`src/core/osl_pkg.sv`:
```
// Package of constants and types for the output signal logic combiner
package osl_pkg;

    // ------------------------------------------------------------
    // Sizes
    // ------------------------------------------------------------
    localparam int NUM_COMB = 6;
    localparam int NUM_TERM = 5;
    localparam int SIG_W = 6;
    localparam int NUM_SIG = 64;

    // ------------------------------------------------------------
    // Output-signal codes
    // ------------------------------------------------------------
    localparam logic [5:0] CODE_MAX = 6'h38;        // 56
    localparam logic [5:0] CODE_START = 6'h0b;      // 11, terminal
    localparam logic [5:0] CODE_START_RLY = 6'h29;  // 41, relay
    localparam logic [5:0] CODE_LINK_TO = 6'h20;    // 32
    localparam logic [5:0] CODE_COMB_FIRST = 6'h21; // 33
    localparam logic [5:0] CODE_COMB_LAST = 6'h26;  // 38
    localparam logic [5:0] CODE_CAP_LIFE = 6'h27;   // 39
    localparam logic [5:0] CODE_FAN_DROP = 6'h28;   // 40

    // ------------------------------------------------------------
    // Operator and mode encodings
    // ------------------------------------------------------------
    typedef enum logic [1:0] {
        OSL_OP_AND = 2'h0,
        OSL_OP_OR = 2'h1,
        OSL_OP_XOR = 2'h2
    } osl_op_t;
    localparam logic [1:0] FAN_CTRL_NO_WARN = 2'h1;

    // ------------------------------------------------------------
    // Timing: timeout in 10 ms steps, 0.00 to 99.99 s
    // ------------------------------------------------------------
    localparam int CLK_PERIOD_NS = 10;
    localparam int TICK_MS = 10;
    localparam int TICK_CYCLES = (TICK_MS * 1000000) / CLK_PERIOD_NS;
    localparam logic [13:0] LIMIT_MAX = 14'h270f; // 9999 steps

    // ------------------------------------------------------------
    // Register map
    // ------------------------------------------------------------
    localparam logic [7:0] ADDR_COMB_BASE = 8'h00; // 0x00..0x05: a[5:0],b[13:8],op[17:16]
    localparam logic [7:0] ADDR_TERM_BASE = 8'h08; // 0x08..0x0c terminal codes
    localparam logic [7:0] ADDR_RELAY = 8'h0d;
    localparam logic [7:0] ADDR_CTRL = 8'h10;      // [0] modbus, [2:1] fan mode
    localparam logic [7:0] ADDR_LIMIT = 8'h11;     // [13:0] timeout limit
    localparam logic [7:0] ADDR_LIFE = 8'h12;      // [0] cap life, [1] fan drop
    localparam logic [7:0] ADDR_IRQ_STAT = 8'h13;
    localparam logic [7:0] ADDR_IRQ_MASK = 8'h14;
    localparam logic [7:0] ADDR_RESULT = 8'h15;    // [5:0] combiner results
    localparam logic [31:0] RST_ZERO = 32'h0;
    localparam logic [5:0] RST_TERM_CODE = 6'h3f;  // Unused code, output low

    // Interrupt status bits
    localparam int IRQ_CAP = 0;
    localparam int IRQ_FAN = 1;
    localparam int IRQ_LINK = 2;
    localparam int IRQ_BOTH_RUN = 3;
    localparam int IRQ_W = 4;

    // ------------------------------------------------------------
    // Carriers
    // ------------------------------------------------------------
    typedef struct packed {
        logic [7:0] addr;
        logic [31:0] wdata;
        logic wr;
        logic rd;
    } osl_bus_req_t;

    typedef struct packed {
        logic [1:0] op;
        logic [5:0] selB;
        logic [5:0] selA;
    } osl_comb_cfg_t;

endpackage : osl_pkg

```
`src/core/osl_combiner.sv`:
```
// Output signal logic combiner with status flags and register port
`timescale 1ns/1ps
module osl_combiner #(
    parameter int TICK_CYCLES = osl_pkg::TICK_CYCLES
) (
    // Clock, reset, enable
    input wire logic clk,
    input wire logic rst_n,
    input wire logic clkEn,
    // Register port
    input wire osl_pkg::osl_bus_req_t busReq,
    output logic [31:0] rdData,
    // Internal drive status signals indexed by output code
    input wire logic [63:0] statusSig,
    // Monitor and command inputs from other drive logic
    input wire logic capLifeDue,
    input wire logic fanBelowLimit,
    input wire logic linkRxData,
    input wire logic fwdRunCmd,
    input wire logic revRunCmd,
    // Outputs
    output logic [4:0] termOut,
    output logic relayOut,
    output logic motorStop,
    output logic irq
);

    // ------------------------------------------------------------
    // Configuration storage
    // ------------------------------------------------------------
    osl_pkg::osl_comb_cfg_t combCfg_r [osl_pkg::NUM_COMB];
    logic [5:0] termSel_r [osl_pkg::NUM_TERM];
    logic [5:0] relaySel_r;
    logic modbusSel_r;
    logic [1:0] fanMode_r;
    logic [13:0] limit_r;
    logic [osl_pkg::IRQ_W-1:0] irqStat_r;
    logic [osl_pkg::IRQ_W-1:0] irqMask_r;
    logic [osl_pkg::IRQ_W-1:0] irqEvt;

    // Status state
    logic capLife_r;
    logic fanDrop_r;
    logic linkTimeout_r;
    logic startContact_r;
    logic bothRun_r;
    logic [5:0] combRes;
    logic [63:0] sigVec;

    // Timeout counting
    logic [$clog2(TICK_CYCLES)-1:0] tickCnt_r;
    logic [13:0] stepCnt_r;
    logic tick;

    // Bus helpers
    logic [7:0] addr;
    logic wrEn;
    assign addr = busReq.addr;
    assign wrEn = busReq.wr & clkEn;

    // ------------------------------------------------------------
    // Combiner array and signal vector
    // ------------------------------------------------------------
    // Result codes are masked out before operand selection so no loop can form
    always_comb begin
        sigVec = statusSig;
        sigVec[osl_pkg::CODE_START] = startContact_r;
        sigVec[osl_pkg::CODE_START_RLY] = startContact_r;
        sigVec[osl_pkg::CODE_LINK_TO] = linkTimeout_r;
        sigVec[osl_pkg::CODE_CAP_LIFE] = capLife_r;
        sigVec[osl_pkg::CODE_FAN_DROP] = fanDrop_r;
        for (int i = 0; i < osl_pkg::NUM_COMB; i++) begin
            sigVec[int'(osl_pkg::CODE_COMB_FIRST) + i] = 1'b0;
        end
    end

    genvar gc;
    generate
        for (gc = 0; gc < osl_pkg::NUM_COMB; gc++) begin : g_comb
            logic opA;
            logic opB;
            // Codes above 56 read as zero; own settings per combiner
            assign opA = (combCfg_r[gc].selA <= osl_pkg::CODE_MAX) ?
                sigVec[combCfg_r[gc].selA] : 1'b0;
            assign opB = (combCfg_r[gc].selB <= osl_pkg::CODE_MAX) ?
                sigVec[combCfg_r[gc].selB] : 1'b0;
            // Pure combinational recompute every cycle
            always_comb begin
                unique case (combCfg_r[gc].op)
                    osl_pkg::OSL_OP_AND: combRes[gc] = opA & opB;
                    osl_pkg::OSL_OP_OR: combRes[gc] = opA | opB;
                    osl_pkg::OSL_OP_XOR: combRes[gc] = opA ^ opB;
                    default: combRes[gc] = 1'b0;
                endcase
            end
        end
    endgenerate

    // Routing of a code to one output, results at 33..38
    function automatic logic routeSel(input logic [5:0] code, input logic [63:0] sv,
                                      input logic [5:0] res);
        logic [5:0] idx;
        idx = code - osl_pkg::CODE_COMB_FIRST;
        if (code >= osl_pkg::CODE_COMB_FIRST && code <= osl_pkg::CODE_COMB_LAST) begin
            routeSel = res[idx[2:0]];
        end else if (code <= osl_pkg::CODE_MAX) begin
            routeSel = sv[code];
        end else begin
            routeSel = 1'b0;
        end
    endfunction : routeSel

    // ------------------------------------------------------------
    // Output terminals and relay
    // ------------------------------------------------------------
    // Registered so every output comes from a flip-flop
    always_ff @(posedge clk) begin
        if (!rst_n) begin
            termOut <= 5'h0;
            relayOut <= 1'b0;
        end else if (clkEn) begin
            for (int t = 0; t < osl_pkg::NUM_TERM; t++) begin
                termOut[t] <= routeSel(termSel_r[t], sigVec, combRes);
            end
            relayOut <= routeSel(relaySel_r, sigVec, combRes);
        end
    end

    // ------------------------------------------------------------
    // Status flags
    // ------------------------------------------------------------
    // Capacitor life and fan drop follow their monitors
    always_ff @(posedge clk) begin
        if (!rst_n) begin
            capLife_r <= 1'b0;
            fanDrop_r <= 1'b0;
        end else if (clkEn) begin
            capLife_r <= capLifeDue;
            // Fan mode 01 blocks the warning even with a stopped fan
            fanDrop_r <= fanBelowLimit & (fanMode_r != osl_pkg::FAN_CTRL_NO_WARN);
        end
    end

    // Starting contact and the run-conflict stop
    always_ff @(posedge clk) begin
        if (!rst_n) begin
            startContact_r <= 1'b0;
            bothRun_r <= 1'b0;
            motorStop <= 1'b0;
        end else if (clkEn) begin
            // Whatever source delivers the command, presence alone counts
            startContact_r <= fwdRunCmd | revRunCmd;
            bothRun_r <= fwdRunCmd & revRunCmd;
            motorStop <= fwdRunCmd & revRunCmd;
        end
    end

    // ------------------------------------------------------------
    // Link reception timeout
    // ------------------------------------------------------------
    assign tick = (tickCnt_r == ($clog2(TICK_CYCLES))'(TICK_CYCLES - 1));

    // 10 ms prescaler, restarted by each received datum; frozen with the enable
    always_ff @(posedge clk) begin
        if (!rst_n) begin
            tickCnt_r <= '0;
        end else if (clkEn) begin
            tickCnt_r <= (tick || linkRxData) ? '0 : tickCnt_r + 1'b1;
        end
    end

    // Step counter and held flag; limit zero disables the check
    always_ff @(posedge clk) begin
        if (!rst_n) begin
            stepCnt_r <= 14'h0;
            linkTimeout_r <= 1'b0;
        end else if (clkEn) begin
            if (!modbusSel_r) begin
                stepCnt_r <= 14'h0;
                linkTimeout_r <= 1'b0;
            end else if (linkRxData) begin
                stepCnt_r <= 14'h0;
                linkTimeout_r <= 1'b0;
            end else if (limit_r != 14'h0 && tick) begin
                if (stepCnt_r + 14'h1 >= limit_r) begin
                    linkTimeout_r <= 1'b1;
                end else begin
                    stepCnt_r <= stepCnt_r + 14'h1;
                end
            end
        end
    end

    // ------------------------------------------------------------
    // Register writes
    // ------------------------------------------------------------
    always_ff @(posedge clk) begin
        if (!rst_n) begin
            for (int i = 0; i < osl_pkg::NUM_COMB; i++) begin
                combCfg_r[i] <= '0;
            end
            for (int t = 0; t < osl_pkg::NUM_TERM; t++) begin
                termSel_r[t] <= osl_pkg::RST_TERM_CODE;
            end
            relaySel_r <= osl_pkg::RST_TERM_CODE;
            modbusSel_r <= 1'b0;
            fanMode_r <= 2'h0;
            limit_r <= 14'h0;
            irqMask_r <= '0;
        end else if (wrEn) begin
            for (int i = 0; i < osl_pkg::NUM_COMB; i++) begin
                if (addr == osl_pkg::ADDR_COMB_BASE + 8'(i)) begin
                    combCfg_r[i].selA <= busReq.wdata[5:0];
                    combCfg_r[i].selB <= busReq.wdata[13:8];
                    combCfg_r[i].op <= busReq.wdata[17:16];
                end
            end
            for (int t = 0; t < osl_pkg::NUM_TERM; t++) begin
                if (addr == osl_pkg::ADDR_TERM_BASE + 8'(t)) begin
                    termSel_r[t] <= busReq.wdata[5:0];
                end
            end
            if (addr == osl_pkg::ADDR_RELAY) begin
                relaySel_r <= busReq.wdata[5:0];
            end
            if (addr == osl_pkg::ADDR_CTRL) begin
                modbusSel_r <= busReq.wdata[0];
                fanMode_r <= busReq.wdata[2:1];
            end
            if (addr == osl_pkg::ADDR_LIMIT) begin
                // Values above 99.99 s saturate
                limit_r <= (busReq.wdata[13:0] > osl_pkg::LIMIT_MAX) ?
                    osl_pkg::LIMIT_MAX : busReq.wdata[13:0];
            end
            if (addr == osl_pkg::ADDR_IRQ_MASK) begin
                irqMask_r <= busReq.wdata[osl_pkg::IRQ_W-1:0];
            end
        end
    end

    // ------------------------------------------------------------
    // Interrupts
    // ------------------------------------------------------------
    // Rising edges of the flags; a set in the clearing cycle wins
    always_comb begin
        irqEvt = '0;
        irqEvt[osl_pkg::IRQ_CAP] = capLifeDue & ~capLife_r;
        irqEvt[osl_pkg::IRQ_FAN] = fanBelowLimit & ~fanDrop_r &
            (fanMode_r != osl_pkg::FAN_CTRL_NO_WARN);
        irqEvt[osl_pkg::IRQ_LINK] = modbusSel_r & ~linkRxData & ~linkTimeout_r &
            (limit_r != 14'h0) & tick & (stepCnt_r + 14'h1 >= limit_r);
        irqEvt[osl_pkg::IRQ_BOTH_RUN] = fwdRunCmd & revRunCmd & ~bothRun_r;
    end

    always_ff @(posedge clk) begin
        if (!rst_n) begin
            irqStat_r <= '0;
            irq <= 1'b0;
        end else if (clkEn) begin
            if (wrEn && addr == osl_pkg::ADDR_IRQ_STAT) begin
                irqStat_r <= (irqStat_r & ~busReq.wdata[osl_pkg::IRQ_W-1:0]) | irqEvt;
            end else begin
                irqStat_r <= irqStat_r | irqEvt;
            end
            irq <= |(irqStat_r & irqMask_r);
        end
    end

    // ------------------------------------------------------------
    // Register reads, data valid one cycle after the strobe
    // ------------------------------------------------------------
    always_ff @(posedge clk) begin
        if (!rst_n) begin
            rdData <= osl_pkg::RST_ZERO;
        end else if (clkEn) begin
            rdData <= osl_pkg::RST_ZERO;
            if (busReq.rd) begin
                for (int i = 0; i < osl_pkg::NUM_COMB; i++) begin
                    if (addr == osl_pkg::ADDR_COMB_BASE + 8'(i)) begin
                        rdData <= {14'h0, combCfg_r[i].op, 2'h0, combCfg_r[i].selB,
                                   2'h0, combCfg_r[i].selA};
                    end
                end
                for (int t = 0; t < osl_pkg::NUM_TERM; t++) begin
                    if (addr == osl_pkg::ADDR_TERM_BASE + 8'(t)) begin
                        rdData <= {26'h0, termSel_r[t]};
                    end
                end
                unique case (addr)
                    osl_pkg::ADDR_RELAY: rdData <= {26'h0, relaySel_r};
                    osl_pkg::ADDR_CTRL: rdData <= {29'h0, fanMode_r, modbusSel_r};
                    osl_pkg::ADDR_LIMIT: rdData <= {18'h0, limit_r};
                    // Life monitor is independent of any terminal assignment
                    osl_pkg::ADDR_LIFE: rdData <= {30'h0, fanDrop_r, capLife_r};
                    osl_pkg::ADDR_IRQ_STAT: rdData <= {28'h0, irqStat_r};
                    osl_pkg::ADDR_IRQ_MASK: rdData <= {28'h0, irqMask_r};
                    osl_pkg::ADDR_RESULT: rdData <= {26'h0, combRes};
                    default: ;
                endcase
            end
        end
    end

endmodule : osl_combiner

```
`config.mk`:
```
export PLATFORM = sky130hd
export DESIGN_NAME = osl_combiner
export DESIGN_NICKNAME = d
export VERILOG_FILES = /design/src/core/osl_pkg.sv /design/src/core/osl_combiner.sv
export SDC_FILE = /design/constraint.sdc
export NUM_CORES = 1
export LEC_CHECK = 0
export BUFFER_PORTS_ARGS = -buffer_cell sky130_fd_sc_hd__buf_2
export CORE_MARGIN = 3
export CORE_UTILIZATION = 35
export DETAILED_ROUTE_END_ITERATION = 7
export PLACE_DENSITY = 0.57
export SLEW_MARGIN = 10
export SYNTH_ARGS = -nofsm -noshare
export SYNTH_HDL_FRONTEND = slang
export SYNTH_SLANG_ARGS = --single-unit
```
`constraint.sdc`:
```
create_clock -name clk -period 7 [get_ports clk]
set_input_delay 0.7 -clock clk [delete_from_list [all_inputs] [get_ports clk]]
set_output_delay 0.7 -clock clk [all_outputs]
set_load 0.1 [all_outputs]
```
# After elaboration in Yosys (flattened, before gate mapping)

Memory sizes are Yosys's and may differ from the RTL's.
Index checks and enable logic that the tools add are counted.

Flip-flop bits (word level): 109
Memory bits (writable): 114
Input bits: 114
Output and inout port bits: 40
Memories kept: 2

$add $sub $neg: 8
Order comparisons: 56
Equality and inequality tests: 34
Mux-type cells: 170
Bitwise gates (word level): 64
Reduce and logical (&&, ||, !) cells: 24

Memories:

| memory    | words | width | rd ports | clocked after Yosys merged registers in | wr ports | RTL line           | text |
|---|---|---|---|---|---|---|---|
| combCfg_r | 6     | 14    | 6        | 0                                       | 6        | osl_combiner.sv:31 | `osl_pkg::osl_comb_cfg_t combCfg_r [osl_pkg::NUM_COMB];` |
| termSel_r | 5     | 6     | 5        | 0                                       | 5        | osl_combiner.sv:32 | `logic [5:0] termSel_r [osl_pkg::NUM_TERM];` |

Operators with widths:

| operator                                                    | count |
|---|---|
| two-way mux 32 bit                                          | 11 |
| one-hot mux 32 bit (7 select lines)                         | 1 |
| <= comparator 6 bit (second input constant)                 | 24 |
| less-than comparator 6 x 7 -> 1 bit (second input constant) | 18 |
| binary-select mux 1 bit (select 6 bit)                      | 18 |
| two-way mux 6 bit                                           | 17 |
| two-way mux 1 bit                                           | 97 |
| two-way mux 14 bit                                          | 5 |
| == test 8 x 4 -> 1 bit (second input constant)              | 6 |
| == test 8 x 5 -> 1 bit (second input constant)              | 6 |
| >= comparator 6 bit (second input constant)                 | 6 |
| bitwise OR 1 bit                                            | 30 |
| less-than comparator 3 x 4 -> 1 bit (second input constant) | 6 |
| adder 20 x 1 -> 20 bit (second input constant)              | 1 |
| == test 20 bit (second input constant)                      | 1 |
| two-way mux 20 bit                                          | 1 |
| bitwise AND 1 bit                                           | 18 |
| binary-select mux 1 bit (select 3 bit)                      | 6 |
| two-way mux 18 bit                                          | 1 |
| one-hot mux 1 bit (3 select lines)                          | 6 |
| subtractor 3 x 1 -> 3 bit (second input constant)           | 6 |
| == test 8 x 2 -> 1 bit (second input constant)              | 2 |
| == test 8 x 3 -> 1 bit (second input constant)              | 2 |
| adder 14 x 1 -> 14 bit (second input constant)              | 1 |
| other kinds (23)                                            | 66 |

# Depth between registers and ports, before layout

Depth in word-level cells: 14
Mapped depth: 16

# Least setup slack after synthesis

OpenSTA, ideal clock, no wires.

Kind: input-to-reg
From: in statusSig[13]
To: reg termOut[2]
Arrival time: 3.736 ns
Required time: 6.880 ns
Path slack: 3.145 ns
Stages on the path: 11
Path buffers: 1
Cell sequence: clkbuf_1 -> mux4_1 -> mux4_2 -> mux2_2 -> o21ai_1 -> ha_1 -> mux2_2 -> o21a_1 -> mux4_2 -> nor4b_1 -> o31a_1

Word-level cells in the longest chain between the ends: 8
Elaborated cells on any way between the ends: 66
Classes of those cells: mux (48); bitwise (18)

Ends and longest elaborated chain:

| element                                                   | RTL line                               | text |
|---|---|---|
| from (decl)                                               | osl_combiner.sv:14                     | `input wire logic [63:0] statusSig,` |
| binary-select mux 1 bit (select 6 bit) (on tied branches) | osl_combiner.sv:84, osl_combiner.sv:86 |  |
| two-way mux 1 bit (on tied branches)                      | osl_combiner.sv:84, osl_combiner.sv:86 |  |
| two-way mux 1 bit (on tied branches)                      | osl_combiner.sv:83, osl_combiner.sv:85 |  |
| bitwise XOR 1 bit, or another cell as far along           | osl_combiner.sv:92                     | `osl_pkg::OSL_OP_XOR: combRes[gc] = opA ^ opB;` |
| one-hot mux 1 bit (3 select lines)                        | osl_combiner.sv:89                     | `unique case (combCfg_r[gc].op)` |
| binary-select mux 1 bit (select 3 bit)                    | osl_combiner.sv:105                    | `routeSel = res[idx[2:0]];` |
| two-way mux 1 bit (not written as such)                   | osl_combiner.sv:105                    |  |
| two-way mux 1 bit (*)                                     | osl_combiner.sv:104                    | `if (code >= osl_pkg::CODE_COMB_FIRST && code <= osl_pkg::CODE_COMB_LAST) begin` |
| to (signal, indexed assignment)                           | osl_combiner.sv:123                    | `termOut[t] <= routeSel(termSel_r[t], sigVec, combRes);` |
| to (decl)                                                 | osl_combiner.sv:22                     | `output logic [4:0] termOut,` |

Every way passes the cells marked *; elsewhere a longest branch is shown, timed or not. The select of a mux whose other input is x is not followed.
A chain may end at the register's enable or synchronous reset.

==> summary.md <==
| Metric | Value |
|---|---|
| Clock root buffer master | `clkbuf_16` |
| Total CTS buffers | `25` |
| Grt ovf | `0` |
| Gpl congestion | `0.9137` |
| Core Area | `56600 sq um` |
| Post-synth cell types | `90` |
| Syn. warnings | `0` |
| Antenna viol nets, final | `0` |
| Dpl hpwl | `53.96 mm` |
| Seq. cell area | `about 5300 sq um` |
| Min-delay worst type | `input port to register` |
| Part of the Yosys area used for sequential elements | `26.29%` |
| Total GRT Usage | `26.34%` |
| Synthesis-stage register bit count | `207` |
| Post-synthesis cell count | `1904` |
| Post-CTS Resized | `0` |
| Power Density | `173.5 nW/um^2` |
| Pin count of the biggest net entering global routing | `55` |
| Status | `completed` |
| Worst-Skew Late Latency | `550 ps` |
| Min Hold Slack | `409.6 ps` |
| Critical path peak fanout | `19` |
| Final Hold Fails | `0` |
| Crit Path Class | `register to register` |
| Crit Reg-Reg Endpoint | `relayOut` |
| Multi-input logic area | `13570 sq um` |
| DR WL/cell | `around 31 microns` |
| Setup bufs post-CTS | `0` |
| Maxcap violations | `0` |
| Num rows | `between 80 and 90` |
| Post-synth ARST share | `0%` |
| Nets@finish | `2010` |
| DRT iter0 DRCs | `2727` |
| Routed vias/inst | `6.907` |
| Min-Delay Endpoint | `capLife_r` |
| Worst Tran Pin Value | `about 1200 ps` |
| Worst hold stages | `3` |
| R2R Path Start | `combCfg_r[2][6]` |
| Final worst-path cycle share | `68.66%` |
| Synth-to-layout area growth | `7.550%` |
| Final WL | `between 80 and 90 mm` |
| Fraction of layout cells with a size suffix above 1 | `roughly 25%` |
| Most frequent cells in the layout | `mux4_2, nand2_1, edfxtp_1, buf_2, nor2_1` |
| P_leak | `roughly 0.0076 uW` |
| Setup Skew | `29.74 ps` |
| Commonest non-fill, non-tap cell in the layout | `mux4_2` |
| FMAX | `around 210 MHz` |
| Crit end category | `register` |
| Vias | `about 18000` |
| Clock slew at reported path FFs | `70 ps` |
| Internal reg-to-reg setup slack | `2190 ps` |
| Initial Utilization | `between 30% and 40%` |
| Max Root-Sink Buffers | `3` |
| Maximum vdd drop | `0.0001697 V` |
| DIE HEIGHT | `about 250 microns` |
| H-tree depth | `1` |
| Slew Viols, Final | `0` |
| Setup TNS | `0 ps` |
| # DRC | `0` |
| Die width | `245.6 microns` |
| Initial DRT Pass Iterations | `6` |
| Dominant synthesized flop cell | `edfxtp_1` |
| Vias in the first global route | `17620` |
| Die area | `between 60000 and 70000 sq um` |
| HP Start | `capLifeDue` |
| Share of the synthesized area in the top cell type | `between 20% and 30%` |
| EDFF count, synth | `114` |
| Mapped Avg Cell Area | `10.56 sq um` |
| Final core utilization | `38.19%` |
| CTS tree | `yes` |
| First-pass GRT wire length | `~120 mm` |
| Cell taking the most area after synthesis | `mux4_2` |
| RSZ-0062 raised after global routing | `false` |
| Initial antenna violation count | `4` |
| I/O Pins | `154` |
| Fillers | `roughly 5500` |
| Ranking of synthesized cells by area | `mux4_2, edfxtp_1, dfxtp_1` |
| Slew headroom | `about 22%` |
| Final setup violation count | `0` |
| Port Buffers | `110` |
| Clk sinks | `~210` |
| Fin crit period | `4806 ps` |
| Mapped Area | `20100 sq um` |
| Startpoint Class | `register` |
| Worst Reg-to-Reg Cells | `11` |
| Worst EP required | `between 7000 and 8000 ps` |
| WP data arrival | `5230 ps` |
| Hold buffers post-CTS | `0` |
cell type report:
type / count / share of cell area [%]
clock inverters: 10 / 0.5961
clock buffers: 34 / 3.305
well taps: 756 / 4.376
multi-input cells: 1422 / 62.76
repair buffers: 139 / 3.554
inverters: 55 / 0.9550
flip-flops and latches: 207 / 24.45
diodes: 1 / 0.01158
routing by layer:
metal | up-vias | GRT usage (%) | part of all wire (%)
met1 | 8893 | 33.15 | 35
met4 | 12 | 11.36 | 5.3
met3 | 348 | 8.941 | 14
li1 | 7328 | - | -
met5 | - | 1.471 | 0.21
met2 | 1544 | 41.09 | 45
Yosys cell counts, types with 10 or more instances:
cell type	number
xnor2_1	20
nand2b_1	16
nand3_1	76
a21o_1	12
clkbuf_1	148
buf_4	23
mux4_2	257
o221ai_1	11
o21a_1	15
a211oi_1	14
nor2b_1	17
inv_1	52
nand4_1	24
o211ai_1	21
nand2_1	144
edfxtp_1	114
nor2_1	101
and2_1	91
nand3b_1	16
xor2_1	17
mux2_2	14
o22ai_1	33
a21oi_1	63
nor3_1	28
buf_2	42
ha_1	46
a22oi_1	24
dfxtp_1	93
or3_1	10
mux2i_1	91
o21ai_0	69
buf_1	11
a31oi_1	13
and3_1	15
o31ai_1	10
registers in the layout (all words and copies together) (netlist names):
name and flops:
termOut 5, capLife_r 1, tickCnt_r 20, fanMode_r 2
irq 1, rdData 16, fanDrop_r 1, irqMask_r 4
irqStat_r 4, termSel_r 30, startContact_r 1, relayOut 1
limit_r 14, modbusSel_r 1, linkTimeout_r 1, stepCnt_r 14
combCfg_r 84, relaySel_r 6, bothRun_r 1
through the flow:
step / power (uW) / setup WS [ps] / cells / area [sq um]
final: 3751 / 2194 / 2624 / 21620
after global routing: 3854 / 1911 / 2623 / 21620
after CTS: 3729 / 2297 / 2623 / 21620
after detailed placement: 2391 / 2276 / 2579 / 20770
after global placement: 2373 / 2319 / 2579 / 20770
after floorplan: 2079 / 3145 / 1919 / 20160
worst max-delay path, stage by stage, from the launching register on:
cell,delay (ps)
edfxtp_1,1080
mux4_2,600
mux4_2,470
and2_1,190
a211oi_2,220
a21o_1,120
ha_1,220
mux2_2,280
o21ai_0,810
a2111oi_0,250
a311oi_1,290
o2111ai_1,140
cells by family after synthesis:
| family | count (synthesis) | share of synthesized area (%) |
|---|---|---|
| and+or+nand+nor | 580 | 15.06 |
| buffers and inverters | 290 | 6.492 |
| AOI/OAI and AO/OA | 377 | 13.02 |
| muxes | 366 | 34.63 |
| other | 1 | 0.01866 |
| xor gates and xnor gates | 37 | 1.612 |
| DFF | 207 | 26.29 |
| adders and majority gates | 46 | 2.863 |
report_power, final:
part / switching, uW / internal [uW] / total (uW)
sequential: 144 / 1320 / 1470
combinational: 531 / 402 / 933
clock: 528 / 823 / 1350
worst max path at each step:
stage,start,to,cells past startpoint
CTS,combCfg_r[2][6],relayOut,11
global route,combCfg_r[2][6],relayOut,11
global placement,combCfg_r[2][6],relayOut,11
floorplan,statusSig[13],termOut[2],11
detailed placement,combCfg_r[2][6],relayOut,11
finish,combCfg_r[2][6],relayOut,11
No activity file was read; power rests on OpenSTA's default activity.
